$ cat config.mk
export PLATFORM = sky130hd
export DESIGN_NAME = tog_scaler
export DESIGN_NICKNAME = d
export VERILOG_FILES = /design/src/hdl/tog_pkg.sv /design/src/hdl/tog_fifo.sv /design/src/hdl/tog_scaler.sv
export VERILOG_INCLUDE_DIRS = /design/src /design/src/hdl
export SDC_FILE = /design/constraint.sdc
export NUM_CORES = 2
export LEC_CHECK = 0
export BUFFER_PORTS_ARGS = -buffer_cell sky130_fd_sc_hd__buf_4
export CAP_MARGIN = 10
export CORE_MARGIN = 2
export CORE_UTILIZATION = 45
export DETAILED_ROUTE_END_ITERATION = 6
export PLACE_DENSITY = 0.66
export RECOVER_POWER = 50
export REMOVE_ABC_BUFFERS = 1
export SLEW_MARGIN = 20
export SYNTH_ARGS = -nofsm -noshare
export SYNTH_HDL_FRONTEND = slang
export SYNTH_HIERARCHICAL = 1
export SYNTH_SLANG_ARGS = --single-unit
$ cat constraint.sdc
create_clock -name sys_clk -period 11.9 [get_ports sys_clk]
set_input_delay 1.785 -clock sys_clk [delete_from_list [all_inputs] [get_ports sys_clk]]
set_output_delay 1.785 -clock sys_clk [all_outputs]
set_load 0.02 [all_outputs]
$ cat src/hdl/tog_map.svh
`ifndef TOG_MAP_SVH
`define TOG_MAP_SVH
// ----------------------------------------------------------------
// table geometry
// ----------------------------------------------------------------
`define TOG_NUM_TONES   7'h40
`define TOG_LAST_TONE   6'h3f
`define TOG_TONE_W      6
`define TOG_BITS_W      4
`define TOG_BMAX_LO     4'h8
`define TOG_BMAX_HI     4'hf
`define TOG_CNT_W       10
// ----------------------------------------------------------------
// gain factor, unsigned fixed point with 10 fraction bits
// ----------------------------------------------------------------
`define TOG_GAIN_W      12
`define TOG_GAIN_FRAC   10
`define TOG_GAIN_RST    12'h400
`define TOG_GAIN_MIN    12'h300
`define TOG_GAIN_MAX    12'h552
// ----------------------------------------------------------------
// datapath widths
// ----------------------------------------------------------------
`define TOG_PT_W        16
`define TOG_LAB_W       15
`define TOG_FIFO_DEPTH  8
`endif

$ cat src/hdl/tog_pkg.sv
package tog_pkg;
  `include "tog_map.svh"
  typedef logic [`TOG_TONE_W-1:0]      tog_tone_t;
  typedef logic [`TOG_BITS_W-1:0]      tog_bits_t;
  typedef logic [`TOG_GAIN_W-1:0]      tog_gain_t;
  typedef logic signed [`TOG_PT_W-1:0] tog_pt_t;
  typedef logic [`TOG_LAB_W-1:0]       tog_lab_t;
  typedef logic [`TOG_CNT_W-1:0]       tog_cnt_t;
  typedef enum logic [1:0] {TOG_IDLE, TOG_ORDER, TOG_LOAD} tog_state_e;
endpackage : tog_pkg

$ cat src/hdl/tog_fifo.sv
`timescale 1ns/10ps
module tog_fifo #(
  parameter int WIDTH = 25,
  parameter int DEPTH = 8
) (
  input  wire logic             sys_clk,
  input  wire logic             reset_n,
  input  wire logic             in_valid,
  output logic                  in_ready,
  input  wire logic [WIDTH-1:0] in_data,
  output logic                  out_valid,
  input  wire logic             out_ready,
  output logic      [WIDTH-1:0] out_data
);
  localparam int AW = $clog2(DEPTH);
  logic [WIDTH-1:0] mem [0:DEPTH-1];
  logic [AW-1:0]    wp_r, wp_nxt, rp_r, rp_nxt;
  logic [AW:0]      cnt_r, cnt_nxt;
  logic             push, pop;

  // ----------------------------------------------------------------
  // flags and pointers
  // ----------------------------------------------------------------
  always_comb begin
    in_ready  = (cnt_r != (AW+1)'(DEPTH));
    out_valid = (cnt_r != '0);
    push      = in_valid && in_ready;
    pop       = out_valid && out_ready;
    wp_nxt    = push ? ((wp_r == AW'(DEPTH - 1)) ? '0 : wp_r + 1'b1) : wp_r;
    rp_nxt    = pop ? ((rp_r == AW'(DEPTH - 1)) ? '0 : rp_r + 1'b1) : rp_r;
    cnt_nxt   = cnt_r + (AW+1)'(push) - (AW+1)'(pop);
    out_data  = mem[rp_r];
  end

  always_ff @(posedge sys_clk or negedge reset_n) begin
    if (!reset_n) begin
      wp_r  <= '0;
      rp_r  <= '0;
      cnt_r <= '0;
    end else begin
      wp_r  <= wp_nxt;
      rp_r  <= rp_nxt;
      cnt_r <= cnt_nxt;
    end
  end

  // storage needs no reset; empty flag guards reads
  always_ff @(posedge sys_clk) begin
    if (push) begin
      mem[wp_r] <= in_data;
    end
  end

  a_fifo_bound: assert property (@(posedge sys_clk) disable iff (!reset_n)
    cnt_r <= (AW+1)'(DEPTH)) else $error("fifo count beyond depth");
endmodule : tog_fifo

$ cat src/hdl/tog_scaler.sv
`timescale 1ns/10ps
// Notes on behaviour
// - every encoder point is multiplied by its tone's gain factor before modulation.
// - per-tone gain spans about 0.75 to 1.33, roughly plus or minus 2.5 dB.
// - with dual latency, slow bits go on high-SNR tones, fast bits on small ones.
// - ordered mode loads all fast bits first on fewest-bit tones, then slow bits.
// - each tone carries exactly its allocation, except dual-latency tones above max, which get none; the boundary tone may mix sources.
// - ordered table steps k upward from 0 to max, appending tones of k bits ascending.
// - single latency skips ordering and fills tones from the lowest frequency upward.
// - buffer bits are taken LSB first; earliest bits land on the first ordered tone.
// - maximum bits per tone lies between 8 and 15 and bounds the ordering loop.
`include "tog_map.svh"
module tog_scaler
  import tog_pkg::*;
(
  input  wire logic             sys_clk,
  input  wire logic             reset_n,
  input  wire logic             tbl_wr_en,
  input  wire tog_pkg::tog_tone_t tbl_wr_tone,
  input  wire tog_pkg::tog_bits_t tbl_wr_bits,
  input  wire tog_pkg::tog_gain_t tbl_wr_gain,
  input  wire logic             dual_latency,
  input  wire tog_pkg::tog_bits_t bmax_in,
  input  wire tog_pkg::tog_cnt_t  fast_bits_sym,
  input  wire logic             sym_start,
  output logic                  busy,
  input  wire logic             fast_valid,
  input  wire logic             fast_bit,
  output logic                  fast_ready,
  input  wire logic             slow_valid,
  input  wire logic             slow_bit,
  output logic                  slow_ready,
  output logic                  lab_valid,
  input  wire logic             lab_ready,
  output tog_pkg::tog_tone_t    lab_tone,
  output tog_pkg::tog_bits_t    lab_bits,
  output tog_pkg::tog_lab_t     lab_value,
  input  wire logic             pt_valid,
  input  wire tog_pkg::tog_tone_t pt_tone,
  input  wire tog_pkg::tog_pt_t   pt_x,
  input  wire tog_pkg::tog_pt_t   pt_y,
  output logic                  sc_valid,
  output tog_pkg::tog_tone_t    sc_tone,
  output tog_pkg::tog_pt_t      sc_x,
  output tog_pkg::tog_pt_t      sc_y
);
  import tog_pkg::*;
  localparam int WORD_W = `TOG_TONE_W + `TOG_BITS_W + `TOG_LAB_W;
  localparam int PROD_W = `TOG_PT_W + `TOG_GAIN_W + 1;

  // ----------------------------------------------------------------
  // helpers
  // ----------------------------------------------------------------
  // scale one coordinate, saturating instead of wrapping on overflow
  function automatic tog_pt_t scale_sat(input tog_pt_t v, input tog_gain_t g);
    logic signed [PROD_W-1:0] p;
    logic signed [PROD_W-1:0] s;
    p = v * $signed({1'b0, g});
    s = p >>> `TOG_GAIN_FRAC;
    if (s > PROD_W'(32767)) begin
      scale_sat = 16'h7fff;
    end else if (s < -PROD_W'(32768)) begin
      scale_sat = 16'h8000;
    end else begin
      scale_sat = s[`TOG_PT_W-1:0];
    end
  endfunction : scale_sat

  // ----------------------------------------------------------------
  // tables
  // ----------------------------------------------------------------
  tog_bits_t  bits_mem [0:`TOG_NUM_TONES-1];
  tog_gain_t  gain_mem [0:`TOG_NUM_TONES-1];
  tog_tone_t  ord_mem  [0:`TOG_NUM_TONES-1];
  logic       tbl_we;
  tog_gain_t  gain_clip;
  tog_bits_t  bits_clip;

  tog_state_e state_r, state_nxt;
  logic       dual_r, dual_nxt;
  tog_bits_t  bmax_r, bmax_nxt;
  tog_bits_t  k_r, k_nxt;
  tog_tone_t  i_r, i_nxt;
  logic [6:0] wp_r, wp_nxt;
  logic [6:0] p_r, p_nxt;
  logic [6:0] cnt_r, cnt_nxt;
  tog_bits_t  nb_r, nb_nxt;
  tog_lab_t   acc_r, acc_nxt;
  tog_cnt_t   fast_left_r, fast_left_nxt;
  logic       ord_we;
  tog_tone_t  cur_tone;
  tog_bits_t  cur_b;
  logic       use_fast, in_avail, in_bit, take, last_bit;
  logic       f_in_valid, f_in_ready;
  logic [WORD_W-1:0] f_in_data, f_out_data;

  // writes are only taken between symbols so a symbol never sees a change
  always_comb begin
    tbl_we    = tbl_wr_en && !busy;
    gain_clip = tbl_wr_gain;
    if (tbl_wr_gain < `TOG_GAIN_MIN) begin
      gain_clip = `TOG_GAIN_MIN;
    end else if (tbl_wr_gain > `TOG_GAIN_MAX) begin
      gain_clip = `TOG_GAIN_MAX;
    end
    bits_clip = tbl_wr_bits;
  end

  always_ff @(posedge sys_clk or negedge reset_n) begin
    if (!reset_n) begin
      for (int t = 0; t < `TOG_NUM_TONES; t++) begin
        bits_mem[t] <= '0;
        gain_mem[t] <= `TOG_GAIN_RST;
      end
    end else if (tbl_we) begin
      bits_mem[tbl_wr_tone] <= bits_clip;
      gain_mem[tbl_wr_tone] <= gain_clip;
    end
  end

  // ordered table; entries past the write pointer are never read
  always_ff @(posedge sys_clk) begin
    if (ord_we) begin
      ord_mem[wp_r[5:0]] <= i_r;
    end
  end

  // ----------------------------------------------------------------
  // ordering and bit loading sequencer
  // ----------------------------------------------------------------
  always_comb begin
    state_nxt     = state_r;
    dual_nxt      = dual_r;
    bmax_nxt      = bmax_r;
    k_nxt         = k_r;
    i_nxt         = i_r;
    wp_nxt        = wp_r;
    p_nxt         = p_r;
    cnt_nxt       = cnt_r;
    nb_nxt        = nb_r;
    acc_nxt       = acc_r;
    fast_left_nxt = fast_left_r;
    ord_we        = 1'b0;
    cur_tone      = dual_r ? ord_mem[p_r[5:0]] : p_r[5:0];
    cur_b         = bits_mem[cur_tone];
    use_fast      = !dual_r || (fast_left_r != '0);
    in_avail      = use_fast ? fast_valid : slow_valid;
    in_bit        = use_fast ? fast_bit : slow_bit;
    last_bit      = (nb_r == cur_b - 4'h1);
    take          = 1'b0;
    fast_ready    = 1'b0;
    slow_ready    = 1'b0;
    f_in_valid    = 1'b0;
    f_in_data     = '0;
    unique case (state_r)
      TOG_IDLE: begin
        if (sym_start) begin
          dual_nxt      = dual_latency;
          // clamp below the agreed floor; the ceiling is the field width
          bmax_nxt      = (bmax_in < `TOG_BMAX_LO) ? `TOG_BMAX_LO : bmax_in;
          fast_left_nxt = fast_bits_sym;
          k_nxt         = '0;
          i_nxt         = '0;
          wp_nxt        = '0;
          p_nxt         = '0;
          nb_nxt        = '0;
          acc_nxt       = '0;
          cnt_nxt       = `TOG_NUM_TONES;
          state_nxt     = dual_latency ? TOG_ORDER : TOG_LOAD;
        end
      end
      TOG_ORDER: begin
        // one tone examined per cycle, k outer, tone index inner
        ord_we = (bits_mem[i_r] == k_r);
        if (ord_we) begin
          wp_nxt = wp_r + 7'h1;
        end
        i_nxt = i_r + 6'h1;
        if (i_r == `TOG_LAST_TONE) begin
          k_nxt = k_r + 4'h1;
          if (k_r == bmax_r) begin
            cnt_nxt   = ord_we ? wp_r + 7'h1 : wp_r;
            state_nxt = TOG_LOAD;
          end
        end
      end
      TOG_LOAD: begin
        if (p_r == cnt_r) begin
          state_nxt = TOG_IDLE;
        end else if (cur_b == '0) begin
          p_nxt = p_r + 7'h1;
        end else begin
          // bits are only pulled while a finished word could be stored
          fast_ready = use_fast && f_in_ready;
          slow_ready = !use_fast && f_in_ready;
          take       = in_avail && f_in_ready;
          if (take) begin
            acc_nxt = acc_r | (tog_lab_t'(in_bit) << nb_r);
            if (use_fast && dual_r) begin
              fast_left_nxt = fast_left_r - 10'h1;
            end
            if (last_bit) begin
              // boundary tone may hold fast bits low and slow bits high
              f_in_valid = 1'b1;
              f_in_data  = {cur_tone, cur_b, acc_nxt};
              acc_nxt    = '0;
              nb_nxt     = '0;
              p_nxt      = p_r + 7'h1;
            end else begin
              nb_nxt = nb_r + 4'h1;
            end
          end
        end
      end
    endcase
    busy = (state_r != TOG_IDLE);
  end

  always_ff @(posedge sys_clk or negedge reset_n) begin
    if (!reset_n) begin
      state_r     <= TOG_IDLE;
      dual_r      <= 1'b0;
      bmax_r      <= `TOG_BMAX_LO;
      k_r         <= '0;
      i_r         <= '0;
      wp_r        <= '0;
      p_r         <= '0;
      cnt_r       <= '0;
      nb_r        <= '0;
      acc_r       <= '0;
      fast_left_r <= '0;
    end else begin
      state_r     <= state_nxt;
      dual_r      <= dual_nxt;
      bmax_r      <= bmax_nxt;
      k_r         <= k_nxt;
      i_r         <= i_nxt;
      wp_r        <= wp_nxt;
      p_r         <= p_nxt;
      cnt_r       <= cnt_nxt;
      nb_r        <= nb_nxt;
      acc_r       <= acc_nxt;
      fast_left_r <= fast_left_nxt;
    end
  end

  // ----------------------------------------------------------------
  // label buffer toward the constellation encoder
  // ----------------------------------------------------------------
  tog_fifo #(
    .WIDTH (WORD_W),
    .DEPTH (`TOG_FIFO_DEPTH)
  ) u_fifo (
    .sys_clk   (sys_clk),
    .reset_n   (reset_n),
    .in_valid  (f_in_valid),
    .in_ready  (f_in_ready),
    .in_data   (f_in_data),
    .out_valid (lab_valid),
    .out_ready (lab_ready),
    .out_data  (f_out_data)
  );

  assign lab_tone  = f_out_data[WORD_W-1 -: `TOG_TONE_W];
  assign lab_bits  = f_out_data[`TOG_LAB_W +: `TOG_BITS_W];
  assign lab_value = f_out_data[`TOG_LAB_W-1:0];

  // ----------------------------------------------------------------
  // fine gain scaling, one cycle latency
  // ----------------------------------------------------------------
  logic      sc_valid_nxt;
  tog_tone_t sc_tone_nxt;
  tog_pt_t   sc_x_nxt, sc_y_nxt;

  // results hold between points so a slow modulator can still read them
  always_comb begin
    sc_valid_nxt = pt_valid;
    sc_tone_nxt  = pt_valid ? pt_tone : sc_tone;
    sc_x_nxt     = pt_valid ? scale_sat(pt_x, gain_mem[pt_tone]) : sc_x;
    sc_y_nxt     = pt_valid ? scale_sat(pt_y, gain_mem[pt_tone]) : sc_y;
  end

  always_ff @(posedge sys_clk or negedge reset_n) begin
    if (!reset_n) begin
      sc_valid <= 1'b0;
      sc_tone  <= '0;
      sc_x     <= '0;
      sc_y     <= '0;
    end else begin
      sc_valid <= sc_valid_nxt;
      sc_tone  <= sc_tone_nxt;
      sc_x     <= sc_x_nxt;
      sc_y     <= sc_y_nxt;
    end
  end

  // ----------------------------------------------------------------
  // checks
  // ----------------------------------------------------------------
  a_scale_latency: assert property (@(posedge sys_clk) disable iff (!reset_n)
    pt_valid |=> sc_valid && sc_tone == $past(pt_tone)) else $error("scaled point missing");
  a_scale_zero: assert property (@(posedge sys_clk) disable iff (!reset_n)
    pt_valid && pt_x == '0 |=> sc_x == '0) else $error("zero point scaled to nonzero");
  a_gain_bounds: assert property (@(posedge sys_clk) disable iff (!reset_n)
    tbl_we |=> gain_mem[$past(tbl_wr_tone)] >= `TOG_GAIN_MIN
               && gain_mem[$past(tbl_wr_tone)] <= `TOG_GAIN_MAX) else $error("gain out of range");
  a_fast_first: assert property (@(posedge sys_clk) disable iff (!reset_n)
    slow_ready |-> dual_r && fast_left_r == '0) else $error("slow bit before fast done");
  a_one_source: assert property (@(posedge sys_clk) disable iff (!reset_n)
    !(fast_ready && slow_ready)) else $error("both buffers pulled");
  a_exact_bits: assert property (@(posedge sys_clk) disable iff (!reset_n)
    f_in_valid |-> nb_r == cur_b - 4'h1 && cur_b != '0) else $error("tone bit count wrong");
  a_order_mono: assert property (@(posedge sys_clk) disable iff (!reset_n)
    state_r == TOG_LOAD && dual_r && p_r != '0 && p_r < cnt_r
    |-> bits_mem[ord_mem[p_r[5:0]]] >= bits_mem[ord_mem[p_r[5:0] - 6'h1]])
    else $error("ordered table not ascending");
  a_single_plain: assert property (@(posedge sys_clk) disable iff (!reset_n)
    state_r == TOG_ORDER |-> dual_r) else $error("single latency was reordered");
  a_lsb_first: assert property (@(posedge sys_clk) disable iff (!reset_n)
    take && nb_r == '0 && !last_bit |=> acc_r[0] == $past(in_bit))
    else $error("first bit not lsb");
  a_bmax_range: assert property (@(posedge sys_clk) disable iff (!reset_n)
    bmax_r >= `TOG_BMAX_LO && bmax_r <= `TOG_BMAX_HI) else $error("max bits out of range");
  a_tables_frozen: assert property (@(posedge sys_clk) disable iff (!reset_n)
    busy && tbl_wr_en |=> bits_mem[$past(tbl_wr_tone)] == $past(bits_mem[tbl_wr_tone]))
    else $error("table changed mid symbol");
endmodule : tog_scaler

## Word level (Yosys, flattened, before mapping)

Memory sizes are Yosys's and may differ from the RTL's.
Cells that the tools add are included.

- Logic and storage cells: 314
- Memories kept: 2
- RAM bits: 584
- Flip-flop bits (word level): 1,140
- Input port bits: 85

Memory list:

| memory | depth | width | rd ports | clocked after Yosys merged registers in | write ports | line | text |
|---|---|---|---|---|---|---|---|
| ord_mem | 64 | 6 | 1 | 0 | 1 | tog_scaler.sv:74 | `` tog_tone_t ord_mem [0:`TOG_NUM_TONES-1]; `` |
| u_fifo.mem | 8 | 25 | 1 | 0 | 1 | tog_fifo.sv:16 | `logic [WIDTH-1:0] mem [0:DEPTH-1];` |

- Magnitude comparators: 12
- Muxes and demuxes: 88
- Reduce and logical (&&, ||, !) cells: 27
- Multiply operators: 2
- Equality and inequality tests: 20
- Shifts and indexed selects: 1
- Bitwise operators: 5
- $add $sub $neg: 11

Operator list:

| cell | count |
|---|---|
| 768-bit bitwise mux | 1 |
| 256-bit bitwise mux | 1 |
| 25-bit two-way mux | 5 |
| 15-bit two-way mux | 5 |
| 12-bit binary-select mux with 6-bit select | 1 |
| 12-bit demux with 6-bit select | 1 |
| 16-bit two-way mux | 4 |
| 7-bit two-way mux | 9 |
| 12-bit two-way mux | 5 |
| 16-bit by 13-bit multiplier with 29-bit output | 2 |
| 10-bit two-way mux | 5 |
| 4-bit binary-select mux with 6-bit select | 2 |
| 4-bit two-way mux | 12 |
| 7-bit one-hot mux with 2 select lines | 3 |
| 19-bit by 16-bit greater-than comparator with 1-bit output, second input constant | 2 |
| 19-bit by 16-bit less-than comparator with 1-bit output, second input constant | 2 |
| 15-bit one-hot mux with 2 select lines | 1 |
| 7-bit greater-or-equal comparator, second input constant | 4 |
| 6-bit inverter with 7-bit output | 4 |
| 4-bit demux with 6-bit select | 1 |
| 10-bit one-hot mux with 2 select lines | 1 |
| 1-bit two-way mux | 18 |
| 2-bit != test, second input constant | 8 |
| 4-bit one-hot mux with 2 select lines | 2 |
| other kinds (40) | 67 |

## Longest topological paths before layout

An unclocked memory read counts as a cell.

- Depth after elaboration: 16
- Gate-level depth with buffers: 37
- Mapped depth without buffers: 30

## By module

Netlist, hierarchy kept.

Modules (own cells, without submodules):

| module | cells each | area an instance (um^2) | times used |
|---|---|---|---|
| tog_scaler | 6,819 | 81,839.7 | 1 |
| tog_fifo | 346 | 8,287.9 | 1 |

## Worst setup path after synthesis

No wires, ideal clock.

- Kind: input -> register
- Start point: in pt_tone[0]
- End point: reg sc_y[10]
- Arrival time: 10.871 ns
- Cell stages on the path: 33
- Setup slack: 0.952 ns
- Cells stage by stage: clkbuf_1 > clkbuf_1 > buf_1 > buf_1 > mux4_2 > mux4_2 > mux4_2 > clkbuf_1 > and2_1 > fa_1 > inv_1 > fa_1 > inv_1 > fa_1 > fa_1 > inv_1 > fa_1 > inv_1 > ha_1 > a21o_1 > a21o_1 > a21o_1 > a21o_1 > a221oi_1 > o21ai_1 > a311oi_1 > o31ai_1 > o31ai_1 > xnor2_1 > a31o_2 > clkbuf_1 > nand2_1 > a21oi_1

- Longest elaborated chain between the ends: 8

Ends and longest elaborated chain:

| what | line | text |
|---|---|---|
| start: declaration | tog_scaler.sv:39 | `input wire tog_pkg::tog_tone_t pt_tone,` |
| 6-bit inverter with 7-bit output (implied by the code) * | tog_scaler.sv:280 | `sc_y_nxt = pt_valid ? scale_sat(pt_y, gain_mem[pt_tone]) : sc_y;` |
| 12-bit binary-select mux with 6-bit select * | tog_scaler.sv:280 |  |
| 12-bit two-way mux (implied by the code) * (2 in a row) | tog_scaler.sv:280 |  |
| 16-bit by 13-bit multiplier with 29-bit output * | tog_scaler.sv:58 | `p = v * $signed({1'b0, g});` |
| 19-bit by 16-bit less-than comparator with 1-bit output | tog_scaler.sv:62 | `end else if (s < -PROD_W'(32768)) begin` |
| 16-bit two-way mux | tog_scaler.sv:62 |  |
| 16-bit two-way mux * | tog_scaler.sv:60 | `if (s > PROD_W'(32767)) begin` |
| end signal: assignment | tog_scaler.sv:293 | `sc_y <= sc_y_nxt;` |
| end: declaration | tog_scaler.sv:45 | `output tog_pkg::tog_pt_t sc_y` |

Mark *: on every way between the ends. The rest lies on a longest branch, timed or not. The select of a mux whose other input is x is not followed.
A chain may end at the register's enable or synchronous reset.

## Worst setup path in the final report

- Start point: in pt_tone[0]
- End point: reg sc_y[1]

Same word-level chain as after synthesis.

==> tab_implementation.tex <==
\begin{tabular}{lr}
\hline
Metric & Value \\
\hline
\multicolumn{2}{l}{\textbf{Synth}} \\
\quad Cells taking the most area after synthesis & dfrtp\_1, edfxtp\_1, mux4\_2, fa\_1, mux2\_2 \\
\quad Warning count from the yosys run & 6 \\
\quad Sequential-to-total area share from yosys stat & 51.2\% \\
\quad Cell with the most instances after synthesis & nand2\_1 \\
\quad Cell taking the most area after synthesis & dfrtp\_1 \\
\quad Synth Instances & just over 7000 \\
\quad Fraction of synthesized cell area taken by the top area cell type & approximately 30\% \\
\quad Count of flip-flops with a built-in enable after synthesis & 584 \\
\quad Total of flip-flops plus latches after synthesis & 1723 \\
\quad Fraction of synthesis flops using an asynchronous set or reset pin & between 60 and 70\% \\
\quad Ranking of synthesized cells by instance count & nand2\_1, dfrtp\_1, o21ai\_0, edfxtp\_1, inv\_1 \\
\quad Mean post-synth cell area & 12.6 sq um \\
\quad Ys flop type & dfrtp\_1 \\
\quad Combined area of all synthesized cells & 90100 sq um \\
\quad Post-synth cell types & 98 \\
\multicolumn{2}{l}{\textbf{Timing}} \\
\quad Post-layout worst setup margin & 1.70 ns \\
\quad Slew @ Worst Pin & about 4.3 ns \\
\quad Period Utilization, post-route & a little under nine tenths \\
\quad Minimum period implied by the final worst setup slack & 10.20 ns \\
\quad Setup TNS after final layout & 0 ns \\
\quad Setup repair after global routing missed its margin & false \\
\quad Number of hold violations in the final report & 0 \\
\quad Final setup violating endpoints & 0 \\
\quad Final clock skew & 0.0988 ns \\
\quad Number of pins exceeding their max-slew limit in the final report & 2642 \\
\quad Achievable clock frequency & $\sim$100 MHz \\
\quad Worst rel slew slack & -186\% \\
\multicolumn{2}{l}{\textbf{Floorplan}} \\
\quad Placeable core region & 199000 sq um \\
\quad Chip height & 452 um \\
\quad Overall die area & approximately 200000 sq um \\
\quad Die boundary width & 452 um \\
\quad Site row count & 164 \\
\quad Initial core utilization & 45.2\% \\
\quad Number of primary I/O pins & 153 \\
\multicolumn{2}{l}{\textbf{CTS}} \\
\quad Root cell of the clock tree & clkbuf\_16 \\
\quad Clock transition time at the flip-flop clock pins of the worst setup and hold paths & $\sim$0.060 ns \\
\quad Post CTS Setup Buffer Count & 0 \\
\quad TritonCTS buffer count & 178 \\
\quad Clock tree from TritonCTS & done \\
\quad Hold bufs inserted after CTS & 0 \\
\quad Count of clock tree sinks & around 1700 \\
\quad Cells resized by post-CTS repair & 0 \\
\quad Deepest level of the CTS H-tree & 4 \\
\quad Buffers from clock root to sink, at most & 3 \\
\quad Clock insertion delay at the later pin of the skew report & roughly 0.88 ns \\
\multicolumn{2}{l}{\textbf{GRT}} \\
\quad Total Routing Usage GR & 23.3\% \\
\quad Vias in the first global route & 58800 \\
\quad Total global routing overflow & 0 \\
\quad Number of antenna violations at the first check in global routing & 9 \\
\quad Global-route wire length before repair & 364000 um \\
\quad Pin count of the biggest net entering global routing & 184 \\
\multicolumn{2}{l}{\textbf{Worst setup path}} \\
\quad Worst-case register-to-register setup slack & 2.93 ns \\
\quad Nature of the critical path startpoint & input pin \\
\quad Path depth of the worst reg2reg path & 27 \\
\quad Worst stage delay on the critical path & 0.80 ns \\
\quad Kind of cell adding the most delay to the critical path & compound AO/OA/AOI/OAI gates \\
\quad WP data arrival & 10.84 ns \\
\quad Peak fanout along the critical path & about 40 \\
\quad Cell with the largest stage delay on the worst path & mux4\_2 \\
\quad Crit Reg-Reg Startpoint & gain\_mem[146] \\
\quad Total buffers and inverters traversed by the critical path & 7 \\
\quad Critical path data required time & approximately 13 ns \\
\quad Worst Setup End Kind & flop \\
\quad Capturing point of the worst reg2reg path & sc\_y[1] \\
\quad Kind of critical path & in -> reg \\
\multicolumn{2}{l}{\textbf{Min path}} \\
\quad Hold EP & gain\_mem[116] \\
\quad Hold path startpoint & gain\_mem[116] \\
\quad Number of stages on the worst hold path & 2 \\
\quad Type of the tightest min-delay check & reg -> reg \\
\multicolumn{2}{l}{\textbf{Place}} \\
\quad Detailed Place HPWL & 150000 um \\
\quad Number of port buffers & between 150 and 200 \\
\quad Routability Congestion & around 0.85 \\
\quad Standard cell area after detailed placement & 93800 sq um \\
\quad Setup Slack @ Placement & between 0.8 and 0.9 ns \\
\multicolumn{2}{l}{\textbf{Drt}} \\
\quad Drt via density & 5.73 \\
\quad DRC Markers & 0 \\
\quad Routed wire length per instance & 23.7 um \\
\quad Drt first-iter violations & 5544 \\
\quad Router iterations before antenna repair & 7 \\
\quad Vias after detailed routing & 57000 \\
\quad Detail Route Antenna Nets & 0 \\
\quad Total Wirelength & 236000 um \\
\multicolumn{2}{l}{\textbf{Layout}} \\
\quad Synthesis-to-finish area growth & 10.5\% \\
\quad Layout cells sized above 1 & 19.5\% \\
\quad Final instance area & $\sim$100000 sq um \\
\quad Layout net count & 7716 \\
\multicolumn{2}{l}{\textbf{Power and ir drop}} \\
\quad Peak supply drop & 0.149 mV \\
\quad Pwr Density & 188 nW/um\^{}2 \\
\quad Leak & $\sim$0.042 uW \\
\multicolumn{2}{l}{\textbf{Flow run}} \\
\quad Maximum Capacitance Violations & 67 \\
\multicolumn{2}{l}{\textbf{Run status}} \\
\quad Outcome & finished, violations left \\
\quad Failing checks & capacitance limit, slew limit \\
\hline
\end{tabular}
## where the power goes
part	switching, uW	internal [uW]
clock	2490	3390
combinational	3250	2240
sequential	509	6820
total	6250	12500
## layer usage
metal / up-vias / track usage (%) / wire, um
met5: - / 0 / 26
met4: 4 / 7.54 / 7390
li1: 25000 / - / -
met1: 29600 / 32.5 / 98600
met2: 2005 / 37.3 / 112000
met3: 387 / 4.07 / 17200
## layout make-up
type	instances	area (sq um)
fillers	17100	99800
inverters	501	1880
repair buffers	287	1910
flip-flops and latches	1723	46100
multi-input cells	4439	40100
diodes	7	17.5
clock inverters	100	1390
clock buffers	230	4870
well taps	2656	3320
## sequential cells by signal (all words and copies together) (netlist names)
register	count
sc_valid	1
sc_tone	6
wp_r	7
gain_mem	768
dual_r	1
bits_mem	256
i_r	6
sc_y	16
u_fifo/cnt_r	4
fast_left_r	10
sc_x	16
u_fifo/rp_r	3
nb_r	4
bmax_r	3
k_r	4
u_fifo/wp_r	3
p_r	7
ord_mem	384
acc_r	15
state_r	2
cnt_r	7
u_fifo/mem	200
## worst max-delay path by stage
stage                            end       start  cells past startpoint
finish                       sc_y[1]  pt_tone[0]                     29
global route           gain_mem[164]     reset_n                      3
CTS                          sc_y[1]  pt_tone[0]                     29
detailed placement          sc_y[12]  pt_tone[0]                     29
global placement            sc_y[14]  pt_tone[0]                     29
floorplan           u_fifo/mem[0][0]      p_r[0]                     18
## layout by cell type, fill, tap and decap left out, types with 91 or more instances in the layout
master,instances
and2_1,241
dfrtp_1,1071
ha_1,146
mux4_2,429
fa_1,355
o21ai_0,711
mux2i_1,105
a21oi_1,109
mux2_2,389
nand3_1,91
inv_1,498
edfxtp_1,584
clkbuf_1,132
nand2_1,1103
buf_4,170
clkbuf_16,179
nor2_1,184
## cell families after synthesis
family | synth area share (%)
simple gates | 9.20
flops | 51.2
xor+xnor | 0.739
fa+ha+maj | 9.91
compound gates | 6.48
buf+inv | 4.50
mux | 18.0
## worst reg2reg max path: stages, from the launching register on
cell and delay [ns]:
dfrtp_1 0.38, mux4_2 0.46, mux4_2 0.55, mux4_2 0.80, and2_1 0.32, fa_1 0.50
inv_1 0.05, fa_1 0.47, inv_1 0.05, fa_1 0.48, fa_1 0.55, inv_1 0.05
fa_1 0.48, inv_1 0.04, ha_1 0.32, a21o_1 0.17, a21o_1 0.17, a21o_1 0.20
a21o_1 0.18, a221oi_1 0.49, o21ai_1 0.22, a311oi_1 0.44, o31ai_1 0.23, o31ai_1 0.29
xnor2_1 0.16, o21ai_1 0.09, and2_1 0.47, a21oi_1 0.14
## through the flow
step	hold slack (ns)	std cells	utilization, %	power [uW]
floorplan	0.442	6663	-	11100
global placement	0.455	9606	47.0	12800
detailed placement	0.464	9606	47.0	12900
CTS	0.476	9936	50.1	18800
global route	0.488	9939	49.9	19700
finish	0.474	9943	49.9	18700
Note: power is estimated with default switching activity, not from simulation.
